$ cat src/fgr_pkg.sv
/*
 * fgr_pkg: constants and carrier types for the fast gate and cpu reset block.
 * assumes a 50 MHz pclk and an apb register bus with 32-bit data.
 */
package fgr_pkg;
	// register byte addresses, plus the fast control word index
	localparam logic [11:0] FGR_FAST_CTRL_INDEX = 12'h092;
	localparam logic [11:0] FGR_FAST_CTRL_ADDR = 12'h248;
	localparam logic [11:0] FGR_PATH_CTRL_ADDR = 12'h000;
	localparam logic [11:0] FGR_PIN_CFG_ADDR = 12'h004;
	localparam logic [11:0] FGR_STATUS_ADDR = 12'h008;

	// fast control port layout
	localparam int FGR_RST_BIT = 0;
	localparam int FGR_GATE_BIT = 1;
	localparam int FGR_PATH_EN_BIT = 2;
	localparam logic [7:0] FGR_FAST_CTRL_FIXED = 8'h24;
	localparam logic [7:0] FGR_FAST_CTRL_RESET = 8'h24;

	// pin configuration register layout
	localparam int FGR_CFG_POL_BIT = 0;
	localparam int FGR_CFG_OD_BIT = 1;
	localparam logic [7:0] FGR_PATH_CTRL_RESET = 8'h00;
	localparam logic [7:0] FGR_PIN_CFG_RESET = 8'h00;

	// timing
	localparam int FGR_CLK_HZ = 50000000;
	localparam int FGR_DELAY_US = 14;
	localparam int FGR_PULSE_US = 6;
	localparam int FGR_DELAY_CYC = (FGR_DELAY_US * (FGR_CLK_HZ / 1000000));
	localparam int FGR_PULSE_CYC = (FGR_PULSE_US * (FGR_CLK_HZ / 1000000));
	localparam int FGR_BOOST_CYC = 4;
	localparam int FGR_CNT_W = 12;

	typedef enum logic [1:0] {
		FGR_IDLE = 2'b00,
		FGR_WAIT = 2'b01,
		FGR_PULSE = 2'b11,
		FGR_DONE = 2'b10
	} fgr_state_t;

	// one auxiliary pin as its level and its drive enable
	typedef struct packed {
		logic o;
		logic oe;
	} fgr_pin_t;
endpackage

$ cat src/fgr_fast_ctrl.sv
/*
 * fgr_fast_ctrl: fast address gate and cpu reset path with apb registers.
 * assumes a single 50 MHz clock; keyboard controller signals are synchronous.
 */
`timescale 1ns/1ps

// What this block does
// - address mask high when either kbc gate or fast gate line is high.
// - bit 1 of the fast control port sets the fast gate line level.
// - reset drives the fast gate line low.
// - writing bit 0 one waits 14us then pulses reset low 6us.
// - no new pulse until bit 0 returns to zero.
// - reset clears bit 0 and holds fast reset high.
// - path enable set ANDs fast reset with kbc reset onto combined output.
// - combined reset output polarity follows the pin polarity setting.
// - push mode drives auxiliary pin low for a zero bit.
// - push mode drives high briefly on a one, then releases to pull-up.
// - open-drain mode never drives high; one bit releases pin.
// - auxiliary pins ignore input or invert configuration.
// - fast control port responds only when path enable bit is set.
// - fast control reads return 24h fixed bits plus bits 1 and 0.
module fgr_fast_ctrl
	import fgr_pkg::*;
#(
	parameter int DELAY_CYC = FGR_DELAY_CYC,
	parameter int PULSE_CYC = FGR_PULSE_CYC
) (
	// clock and reset
	input wire logic pclk,
	input wire logic presetn,
	// apb slave
	input wire logic psel,
	input wire logic penable,
	input wire logic pwrite,
	input wire logic [11:0] paddr,
	input wire logic [31:0] pwdata,
	output logic [31:0] prdata,
	output logic pready,
	output logic pslverr,
	// keyboard controller side
	input wire logic kbc_gate_out,
	input wire logic kbc_reset_n,
	input wire logic kbc_aux_port_a,
	input wire logic kbc_aux_port_b,
	// system side
	output logic cpu_addr_mask_n,
	output logic fast_gate_line,
	output logic fast_reset_pulse_n,
	output logic combined_reset_out,
	// auxiliary pins
	output logic kbc_aux_out_a_o,
	output logic kbc_aux_out_a_oe,
	output logic kbc_aux_out_b_o,
	output logic kbc_aux_out_b_oe
);

	logic [7:0] path_ctrl;
	logic [7:0] pin_cfg;
	logic rst_req;
	fgr_state_t state;
	logic [FGR_CNT_W-1:0] cnt;
	logic setup;
	logic wr_fire;
	logic fast_hit;
	logic known;
	logic hit_path;
	logic hit_cfg;
	logic hit_stat;
	logic merged_rst_n;
	logic [31:0] next_rdata;
	logic [1:0] aux_in;
	logic [1:0] aux_prev;
	logic [2:0] boost [2];
	fgr_pin_t pin [2];

	function automatic logic is_addr(input logic [11:0] a, input logic [11:0] ref_a);
		return a == ref_a;
	endfunction

	// single-cycle setup answer: pready is asserted in every access phase
	assign setup = psel && !penable;
	assign fast_hit = is_addr(paddr, FGR_FAST_CTRL_ADDR) && path_ctrl[FGR_PATH_EN_BIT];
	assign hit_path = is_addr(paddr, FGR_PATH_CTRL_ADDR);
	assign hit_cfg = is_addr(paddr, FGR_PIN_CFG_ADDR);
	assign hit_stat = is_addr(paddr, FGR_STATUS_ADDR);
	// a disabled fast port counts as unmapped, so it answers with an error and no effect
	assign known = fast_hit || hit_path || hit_cfg || hit_stat;
	assign wr_fire = psel && penable && pready && pwrite && known;

	always_ff @(posedge pclk or negedge presetn) begin
		if (!presetn) begin
			pready <= 1'b0;
		end else begin
			pready <= setup;
		end
	end

	always_comb begin
		next_rdata = 32'h0000_0000;
		if (fast_hit) begin
			next_rdata[7:0] = FGR_FAST_CTRL_FIXED | {6'h00, fast_gate_line, rst_req};
		end else if (hit_path) begin
			next_rdata[7:0] = path_ctrl;
		end else if (hit_cfg) begin
			next_rdata[7:0] = pin_cfg;
		end else if (hit_stat) begin
			next_rdata[1:0] = state;
		end
	end

	always_ff @(posedge pclk or negedge presetn) begin
		if (!presetn) begin
			prdata <= 32'h0000_0000;
			pslverr <= 1'b0;
		end else if (setup) begin
			prdata <= pwrite ? 32'h0000_0000 : next_rdata;
			// unmapped or disabled port answers with an error
			pslverr <= !known;
		end
	end

	always_ff @(posedge pclk or negedge presetn) begin
		if (!presetn) begin
			path_ctrl <= FGR_PATH_CTRL_RESET;
			pin_cfg <= FGR_PIN_CFG_RESET;
		end else if (wr_fire) begin
			if (hit_path) begin
				path_ctrl <= pwdata[7:0];
			end
			if (hit_cfg) begin
				pin_cfg <= pwdata[7:0];
			end
		end
	end

	always_ff @(posedge pclk or negedge presetn) begin
		if (!presetn) begin
			fast_gate_line <= 1'b0;
			rst_req <= 1'b0;
		end else if (wr_fire && fast_hit) begin
			fast_gate_line <= pwdata[FGR_GATE_BIT];
			rst_req <= pwdata[FGR_RST_BIT];
		end
	end

	always_ff @(posedge pclk or negedge presetn) begin
		if (!presetn) begin
			state <= FGR_IDLE;
			cnt <= '0;
			fast_reset_pulse_n <= 1'b1;
		end else begin
			case (state)
				FGR_IDLE: begin
					if (wr_fire && fast_hit && pwdata[FGR_RST_BIT] && !rst_req) begin
						state <= FGR_WAIT;
						cnt <= '0;
					end
				end
				FGR_WAIT: begin
					if (cnt == FGR_CNT_W'(DELAY_CYC - 1)) begin
						state <= FGR_PULSE;
						cnt <= '0;
						fast_reset_pulse_n <= 1'b0;
					end else begin
						cnt <= cnt + 1'b1;
					end
				end
				FGR_PULSE: begin
					if (cnt == FGR_CNT_W'(PULSE_CYC - 1)) begin
						state <= FGR_DONE;
						fast_reset_pulse_n <= 1'b1;
					end else begin
						cnt <= cnt + 1'b1;
					end
				end
				FGR_DONE: begin
					// rearm only once bit 0 is cleared
					if (!rst_req) begin
						state <= FGR_IDLE;
					end
				end
				default: begin
					state <= FGR_IDLE;
					fast_reset_pulse_n <= 1'b1;
				end
			endcase
		end
	end

	// and merge when enabled
	// a pulse already started still runs with the merge off, and only its effect on the pin is gated; a new one cannot start, as the fast port is then disabled
	always_comb begin
		merged_rst_n = kbc_reset_n;
		if (path_ctrl[FGR_PATH_EN_BIT]) begin
			merged_rst_n = kbc_reset_n & fast_reset_pulse_n;
		end
	end

	always_ff @(posedge pclk or negedge presetn) begin
		if (!presetn) begin
			cpu_addr_mask_n <= 1'b0;
			combined_reset_out <= 1'b1;
		end else begin
			cpu_addr_mask_n <= kbc_gate_out | fast_gate_line;
			combined_reset_out <= merged_rst_n ^ pin_cfg[FGR_CFG_POL_BIT];
		end
	end

	assign aux_in = {kbc_aux_port_b, kbc_aux_port_a};

	// auxiliary pin drivers; the polarity bit is deliberately not applied here
	genvar g;
	generate
		for (g = 0; g < 2; g++) begin : g_aux
			always_ff @(posedge pclk or negedge presetn) begin
				if (!presetn) begin
					aux_prev[g] <= 1'b1;
					boost[g] <= 3'h0;
					pin[g] <= '{o: 1'b0, oe: 1'b0};
				end else begin
					aux_prev[g] <= aux_in[g];
					if (!aux_in[g]) begin
						boost[g] <= 3'h0;
						pin[g] <= '{o: 1'b0, oe: 1'b1};
					end else if (!aux_prev[g] && !pin_cfg[FGR_CFG_OD_BIT]) begin
						boost[g] <= 3'(FGR_BOOST_CYC - 1);
						pin[g] <= '{o: 1'b1, oe: 1'b1};
					end else if (boost[g] != 3'h0 && !pin_cfg[FGR_CFG_OD_BIT]) begin
						boost[g] <= boost[g] - 3'h1;
					end else begin
						boost[g] <= 3'h0;
						pin[g] <= '{o: 1'b0, oe: 1'b0};
					end
				end
			end
		end
	endgenerate

	assign kbc_aux_out_a_o = pin[0].o;
	assign kbc_aux_out_a_oe = pin[0].oe;
	assign kbc_aux_out_b_o = pin[1].o;
	assign kbc_aux_out_b_oe = pin[1].oe;
endmodule

$ cat config.mk
export PLATFORM = sky130hd
export DESIGN_NAME = fgr_fast_ctrl
export DESIGN_NICKNAME = d
export VERILOG_FILES = /design/src/fgr_pkg.sv /design/src/fgr_fast_ctrl.sv
export SDC_FILE = /design/constraint.sdc
export NUM_CORES = 1
export LEC_CHECK = 0
export ABC_AREA = 0
export BUFFER_PORTS_ARGS = -buffer_cell sky130_fd_sc_hd__buf_2
export CORE_AREA = 2 2 98 62
export CTS_CLUSTER_DIAMETER = 120
export DETAILED_ROUTE_END_ITERATION = 8
export DIE_AREA = 0 0 100 64
export PLACE_DENSITY_LB_ADDON = 0.15
export REMOVE_ABC_BUFFERS = 1
export SLEW_MARGIN = 30
export SYNTH_ARGS = -nofsm -noshare
export SYNTH_HDL_FRONTEND = slang
export SYNTH_SLANG_ARGS = --single-unit
$ cat constraint.sdc
create_clock -name pclk -period 5 [get_ports pclk]
set_input_delay 1 -clock pclk [delete_from_list [all_inputs] [get_ports pclk]]
set_output_delay 1 -clock pclk [all_outputs]
set_load 0.01 [all_outputs]
-- After elaboration in Yosys (flattened, before gate mapping)
Index checks and enable logic that the tools add are counted.
- bits in read-only memories: 0
- bits of input ports: 53
- bits in writable memories: 0
- bits in registers: 81
- latch bits: 0
- word-level logic and storage cells: 105
- memories: 0
- output and inout port bits: 42
- shift-type cells: 0
- $mul: 0
- mux-type cells: 31
- bitwise operators: 3
- add/sub/neg operators: 3
- eq/ne operators: 15
- magnitude comparators: 0
- divide/modulo/power cells: 0
- reductions and logical operators: 33
- operators with widths (cell ; count):
    2-to-1 mux 12 bit ; 3
    case mux 12 bit (3 select lines) ; 1
    == test 12 x 10 -> 1 bit, second input constant ; 2
    2-to-1 mux 2 bit ; 12
    2-to-1 mux 8 bit ; 3
    2-to-1 mux 3 bit ; 6
    logical AND 1 bit ; 13
    adder 12 x 1 -> 12 bit, second input constant ; 1
    == test 12 x 3 -> 1 bit, second input constant ; 1
    == test 12 x 4 -> 1 bit, second input constant ; 1
    == test 12 x 9 -> 1 bit, second input constant ; 1
    logical NOT 12 bit ; 1
    != test 2 bit, second input constant ; 5
    nonzero test 3 bit ; 3
    case mux 2 bit (4 select lines) ; 1
    logical NOT 1 bit ; 6
    2-to-1 mux 6 bit ; 1
    != test 3 bit, second input constant ; 2
    AND reduction 3 bit ; 2
    subtractor 3 x 1 -> 3 bit, second input constant ; 2
    == test 2 bit, second input constant ; 2
    AND reduction 2 bit ; 2
    AND reduction 4 bit ; 1
    logical OR 1 bit ; 3
    other kinds (8) ; 10

-- Logic depth before layout (Yosys ltp)
Gate-level depths: netlist of run 1.
- depth in word-level cells: 11
- gate-level depth with buffers: 8

-- Least setup slack after synthesis of run 1
No wires, ideal clock.
- path type: input to register
- start: in paddr[8]
- end: reg cnt[7]
- setup slack: 2.369 ns
- library setup time: 0.124 ns
- data required time: 4.876 ns
- data arrival time: 2.507 ns
- cell stages on the path: 7
- cells stage by stage: nor4_4 nand4_1 or3_1 buf_2 and2_4 buf_6 a211o_1
- longest elaborated chain between the ends: 11
- RTL lines (what ; line ; text):
    start: declaration ; fgr_fast_ctrl.sv:35 ; input wire logic [11:0] paddr,
    == test 12 x 10 -> 1 bit ; fgr_fast_ctrl.sv:77 ; return a == ref_a;
    logical AND 1 bit ; fgr_fast_ctrl.sv:82 ; assign fast_hit = is_addr(paddr, FGR_FAST_CTRL_ADDR) && path_ctrl[FGR_PATH_EN_BIT];
    logical OR 1 bit (3 in series) ; fgr_fast_ctrl.sv:87 ; assign known = fast_hit || hit_path || hit_cfg || hit_stat;
    logical AND 1 bit ; fgr_fast_ctrl.sv:88 ; assign wr_fire = psel && penable && pready && pwrite && known;
    logical AND 1 bit (*) (3 in series) ; fgr_fast_ctrl.sv:154 ; if (wr_fire && fast_hit && pwdata[FGR_RST_BIT] && !rst_req) begin
    != test 2 bit (no source line) (*) ; n/a ;
    AND reduction 3 bit (no source line) (*) ; n/a ;
    end signal: assignment ; fgr_fast_ctrl.sv:165 ; cnt <= cnt + 1'b1;
    end signal: assignment ; fgr_fast_ctrl.sv:173 ; cnt <= cnt + 1'b1;
    end: declaration ; fgr_fast_ctrl.sv:61 ; logic [FGR_CNT_W-1:0] cnt;
Every way passes the cells marked *; elsewhere a longest branch is shown, timed or not.
A chain may end at the register's enable or synchronous reset.

-- Worst setup path after layout of run 1
- start: in paddr[9]
- end: reg path_ctrl[6]
- longest elaborated chain between the ends: 7
- RTL lines (what ; line ; text):
    == test 12 x 10 -> 1 bit ; fgr_fast_ctrl.sv:77 ;
    logical AND 1 bit ; fgr_fast_ctrl.sv:82 ;
    logical OR 1 bit (3 in series) ; fgr_fast_ctrl.sv:87 ;
    logical AND 1 bit ; fgr_fast_ctrl.sv:88 ;
    AND reduction 2 bit (no source line) (*) ; n/a ;
    end signal: assignment ; fgr_fast_ctrl.sv:128 ; path_ctrl <= pwdata[7:0];
    end: declaration ; fgr_fast_ctrl.sv:57 ; logic [7:0] path_ctrl;
Marked as above.

==> impl_metrics.py, run 1 <==
metrics = {
    "cts": {
        "cts_setup_buffers": 0,
        "clock_path_buffers": 2,
        "cts.sinks": 57,
        "cts_hold_buffers": 0,
        "clock-root-buffer": "clkbuf_8",
        "htreeDepth": 3,
        "cts_buffers": 9,
        "cts_resized": 0,
        "clk-insertion-delay-late_ns": 0.33,
        "cts_tree": "built",
        "clk_pin_slew_ns": 0.06,
    },
    "drt": {
        "drtIter0Drc": 99,
        "route.detailed.drc": 0,
        "wl_um": 5720,
        "first_pass_iters": 4,
        "viasPerCell": 5.25,
        "routedWlPerCell_um": 14.1,
        "ant_nets": 0,
        "num_vias": 2131,
    },
    "timing": {
        "fin_crit_sh": 0.550,
        "worstMarginPinSlew_ns": 0.823,
        "setup_viol": 0,
        "finalHoldWorstSlack_ns": 0.478,
        "finalCriticalPeriod_ns": 2.75,
        "max-slew-margin-rel": 0.447,
        "slew_violations": 0,
        "fmax_mhz": 364,
        "rsz0062_at_grt": "false",
        "fin_setup_tns_ns": 0,
        "finClkSkew_ns": 0.00657,
        "hold_viol": 0,
    },
    "logic_synthesis": {
        "ys_seq_area_frac": 0.482,
        "synth_flop_cell": "dfrtp_1",
        "ys_ff_latch": 57,
        "yosysWarningCount": 0,
        "synth_compound_area_frac": 0.102,
        "yosys.area.top_type": "dfrtp_1",
        "synthAdderAreaFrac": 0.0211,
        "ys_types": 48,
        "synth-simple-area-share": 0.174,
        "syn_area_um2": 2970,
        "synth_xor_area_frac": 0.0147,
        "synth_top_family_by_area": "simple AND/OR/NAND/NOR gates",
        "synth_top_area_share": 0.447,
        "async_flop_share": 1.00,
        "synth.avg_cell_area_um2": 10.5,
        "yosys-top-cells-area": "dfrtp_1, buf_4, mux2i_1",
        "synthMuxAreaShare": 0.121,
        "synthCells": 282,
        "ys_top_cells_by_count": "dfrtp_1, nand2_1, buf_4, o21ai_0",
        "yosysMostFrequentCell": "dfrtp_1",
        "synth_edf_count": 0,
    },
    "cells_and_area": {
        "area_growth_pct": 13.1,
        "drive_gt1_frac": 0.264,
        "fin_nets": 390,
        "postLayoutCoreUtil": 0.614,
        "n_antenna_cell": 0,
    },
    "floorplan": {
        "rows": 21,
        "die_w_um": 100,
        "die_y_um": 64,
        "io_pins": 95,
        "core_um2": 5470,
        "die_area_um2": 6400,
        "start_util": 0.543,
    },
    "grt": {
        "grt_max_degree": 58,
        "grt_pass1_vias": 2005,
        "grt_pass1_wl_um": 9760,
        "grt_util_all_layers": 0.200,
        "grt_remaining_overflow": 0,
        "antenna_found_initial": 0,
    },
    "placement": {
        "io_buffers": 46,
        "gp_congestion": 0.804,
        "dpl.hpwl_um": 4150,
    },
    "setup_path": {
        "end_kind": "flop",
        "r2r_setup_slack_ns": 2.77,
        "crit_type": "input port to flop",
        "cp_data_required_time_ns": 5.21,
        "crit_path_start_kind": "input port",
        "worstRegToRegCells": 4,
        "cp_data_arrival_time_ns": 2.96,
        "cp_max_fo": 9,
    },
    "min_path": {
        "hold_path_class": "flop to flop",
        "whs_path_depth": 1,
    },
    "pwr": {
        "power_density_nw_per_um2": 288,
        "leakage_nw": 1.67,
        "finalPower_mw": 0.968,
        "ir_drop_mv": 0.156,
    },
    "run": {
        "cap_viol_max_count": 0,
    },
    "outcome": {
        "status": "finished, final reports clean",
    },
}
-- flip-flops by register name (all words and copies together) (netlist names), 2 cells and up --
name,count
prdata,8
cnt,12
boost,6
aux_prev,2
path_ctrl,8
pin_cfg,8
state,2
-- power breakdown --
part / total, mW / switching (mW) / internal [mW]
clock: 0.419 / 0.180 / 0.240
sequential: 0.475 / 0.00464 / 0.471
combinational: 0.0733 / 0.0467 / 0.0267
-- final timing paths --
| path | to | startpoint |
|---|---|---|
| setup / recovery | path_ctrl[6] | paddr[9] |
| hold / removal | combined_reset_out | pin_cfg[0] |
| setup reg to reg | cnt[7] | state[0] |
| hold reg to reg | combined_reset_out | pin_cfg[0] |
| max in group asynchronous | cpu_addr_mask_n | presetn |
| min in group asynchronous | pready | presetn |
-- routing by layer --
layer | track usage | vias to the layer above | wire length (um)
met3 | 0.0678 | 6 | 488
met5 | 0 | - | 0
met2 | 0.275 | 85 | 2290
met1 | 0.296 | 998 | 2900
met4 | 0.0616 | 0 | 51
li1 | - | 1042 | -
-- layout by cell type (no fill, tap or decap), drive strengths merged, types with 9 or more instances in the layout --
cell,instances
mux2,17
inv,9
buf,47
nand3,11
dfrtp,53
nor2,14
o21ai,30
mux2i,14
clkbuf,10
conb,24
nand2,27
-- per-stage QoR --
stage	instance area, um^2	instances	setup WS, ns
after floorplan	2840	274	2.38
after global placement	3160	390	2.01
after detailed placement	3160	390	1.97
after CTS	3360	406	2.34
after global routing	3360	406	2.15
final	3360	406	2.25
-- worst max-delay path, cell delays in order --
cell	delay [ns]
buf_2	0.12
nor4_1	0.42
nand2b_1	0.28
nor4_4	0.79
mux2_4	0.35
-- layout make-up --
class / instances / area (um^2)
Fill cell: 450 / 2110
Sequential cell: 57 / 1430
Multi-Input combinational cell: 208 / 1370
Timing Repair Buffer: 47 / 238
Clock buffer: 10 / 138
Tap cell: 69 / 86.3
Clock inverter: 6 / 57.6
Inverter: 9 / 33.8
-- kinds of logic (layout without fill, tap and decap cells) --
group | Yosys count | after routing
xor gates and xnor gates | 5 | 5
DFF | 57 | 57
AOI/OAI and AO/OA | 51 | 51
buffers and inverters | 40 | 72
other | 1 | 24
adders and majority gates | 5 | 5
muxes | 31 | 31
and+or+nand+nor | 92 | 92
No activity file was read; power rests on OpenSTA's default activity.
==> run 2, diff against run 1 <==
--- a/config.mk
+++ b/config.mk
@@ -7,10 +7,10 @@
 export LEC_CHECK = 0
 export ABC_AREA = 0
 export BUFFER_PORTS_ARGS = -buffer_cell sky130_fd_sc_hd__buf_2
-export CORE_AREA = 2 2 98 62
+export CORE_AREA = 2 2 102 65
 export CTS_CLUSTER_DIAMETER = 120
 export DETAILED_ROUTE_END_ITERATION = 8
-export DIE_AREA = 0 0 100 64
+export DIE_AREA = 0 0 104 67
 export PLACE_DENSITY_LB_ADDON = 0.15
 export REMOVE_ABC_BUFFERS = 1
 export SLEW_MARGIN = 30
==> constraint.sdc (replaced) <==
create_clock -name pclk -period 2.8 [get_ports pclk]
set_input_delay 0.56 -clock pclk [delete_from_list [all_inputs] [get_ports pclk]]
set_output_delay 0.56 -clock pclk [all_outputs]
set_load 0.01 [all_outputs]
==> run 2 against run 1 <==
  * Clock power increased to 2.5 times the previous value
  * Utilization decreased by 2.8 points
  * Non-clock buffer count increased by 4
  * Cell count increased by 4.7%
  * Critical endpoint is now path_ctrl[4]
  * Via count increased by 2.2%
  * Setup slack got worse by 1.6 ns
  * Power increased by 110%
  * Clock-buffer cell count increased by 1
  * Flip-flop and latch count unchanged
  * Cell area increased by 3.9%
==> impl_metrics.py, run 2 (same netlist as run 1, synthesis figures left out) <==
metrics = {
    "outcome": {
        "status": "finished, final reports clean",
    },
    "placement": {
        "placed_cells": 409,
        "gp_congestion": 0.802,
        "io_buffers": 46,
        "dpl.hpwl_um": 4400,
    },
    "pwr": {
        "ir_drop_mv": 0.292,
        "leakage_nw": 1.73,
        "power_density_nw_per_um2": 585,
        "finalPower_mw": 2.04,
    },
    "floorplan": {
        "core_um2": 5950,
        "die_area_um2": 6970,
        "die_w_um": 104,
        "die_y_um": 67,
        "start_util": 0.499,
        "rows": 22,
        "io_pins": 95,
    },
    "cells_and_area": {
        "fin_cells": 425,
        "area_growth_pct": 17.5,
        "final_common_cell": "dfrtp_1",
        "fin_nets": 394,
        "largest-register": "cnt",
        "final_cell_mix": "dfrtp_1, buf_2, nand2_1, o21ai_0, conb_1",
        "n_antenna_cell": 0,
        "largest_reg_flops": 12,
        "drive_gt1_frac": 0.273,
    },
    "setup_path": {
        "cp_data_arrival_time_ns": 2.35,
        "worstReg2RegStart": "state[1]",
        "crit_type": "input port to flop",
        "cp_slowest_stage_delay_ns": 0.43,
        "crit_family": "simple AND/OR/NAND/NOR gates",
        "crit_buf_inv": 2,
        "cp_max_fo": 7,
        "crit_start": "paddr[9]",
        "crit_path_start_kind": "input port",
        "end_kind": "flop",
        "cp_data_required_time_ns": 3.02,
        "critPathSlowestCell": "nor4_4",
        "crit_chain": "buf_2 > nor4_1 > nand2b_1 > nor4_4 > buf_4 > mux2_4",
    },
    "timing": {
        "finClkSkew_ns": 0.00591,
        "fmax_mhz": 470,
        "fin_setup_tns_ns": 0,
        "fin_crit_sh": 0.761,
        "hold_viol": 0,
        "finalCriticalPeriod_ns": 2.13,
        "slew_violations": 0,
        "rsz0062_at_grt": "false",
        "setup_viol": 0,
    },
    "cts": {
        "cts_hold_buffers": 0,
        "cts_buffers": 9,
        "clock_path_buffers": 2,
        "cts_resized": 0,
        "clk-insertion-delay-late_ns": 0.34,
        "cts.sinks": 57,
        "cts_tree": "built",
        "htreeDepth": 3,
        "clock-root-buffer": "clkbuf_8",
        "cts_setup_buffers": 0,
        "clk_pin_slew_ns": 0.07,
    },
    "grt": {
        "grt_pass1_vias": 2184,
        "antenna_found_initial": 0,
        "grt_util_all_layers": 0.194,
        "grt_pass1_wl_um": 10400,
        "grt_remaining_overflow": 0,
        "grt_max_degree": 24,
    },
    "drt": {
        "first_pass_iters": 4,
        "routedWlPerCell_um": 13.8,
        "route.detailed.drc": 0,
        "ant_nets": 0,
        "drtIter0Drc": 82,
        "wl_um": 5880,
        "viasPerCell": 5.12,
        "num_vias": 2177,
    },
    "min_path": {
        "hold_path_class": "input port to asynchronous set/reset pin",
    },
    "run": {
        "cap_viol_max_count": 0,
    },
}
[run 2: cell count changes in the layout (fill, tap and decap cells not counted), sizes merged]
cell      before  now
clkinv         4    1
bufinv         1    4
clkbuf        10   11
buf           47   51
clkinvlp       1    0
[run 2: final cells by class]
class / count / area (um^2)
clock inverters: 5 / 125
well taps: 84 / 105
inverters: 9 / 33.8
multi-input cells: 208 / 1370
fillers: 542 / 2460
flip-flops and latches: 57 / 1430
clock buffers: 11 / 151
repair buffers: 51 / 268
[run 2: path summary, 6_finish.rpt]
kind	to	slack (ns)	depth (start not counted)
worst min-delay path	prdata[6]	0.18	1
max in group asynchronous	aux_prev[1]	1.91	2
worst max-delay path	path_ctrl[4]	0.67	6
worst max register to register	cnt[7]	0.74	4
worst min register to register	prdata[4]	0.48	2
min in group pclk	aux_prev[1]	0.34	1
[run 2: report_power, final]
group	total [mW]	internal (mW)	switching [mW]	leakage, nW
registers	0.848	0.840	0.00754	0.715
clock network	1.06	0.728	0.332	0.140
logic	0.133	0.0495	0.0831	0.871
total	2.04	1.62	0.422	1.73
[run 2: through the flow]
stage	worst slack [ns]	hold WS, ns	cell area (um^2)	utilization
after floorplan	0.624	0.264	2840	-
after global placement	0.383	0.462	3210	0.540
after detailed placement	0.350	0.470	3210	0.540
after CTS	0.703	0.186	3490	0.587
after global routing	0.618	0.209	3490	0.587
final	0.670	0.179	3490	0.587
[run 2: metal layers]
metal	part of all wire	GRT usage	vias up
met3	0.065	0.0568	8
met5	0	0	-
met2	0.42	0.303	76
li1	-	-	1050
met4	0.011	0.0659	0
met1	0.50	0.260	1043
[run 2: worst reg2reg max path, cell delays in order (launching register included)]
cell and delay (ns):
dfrtp_1 0.44, or4b_1 0.52, or3_1 0.46, and2_4 0.24
a211o_1 0.29
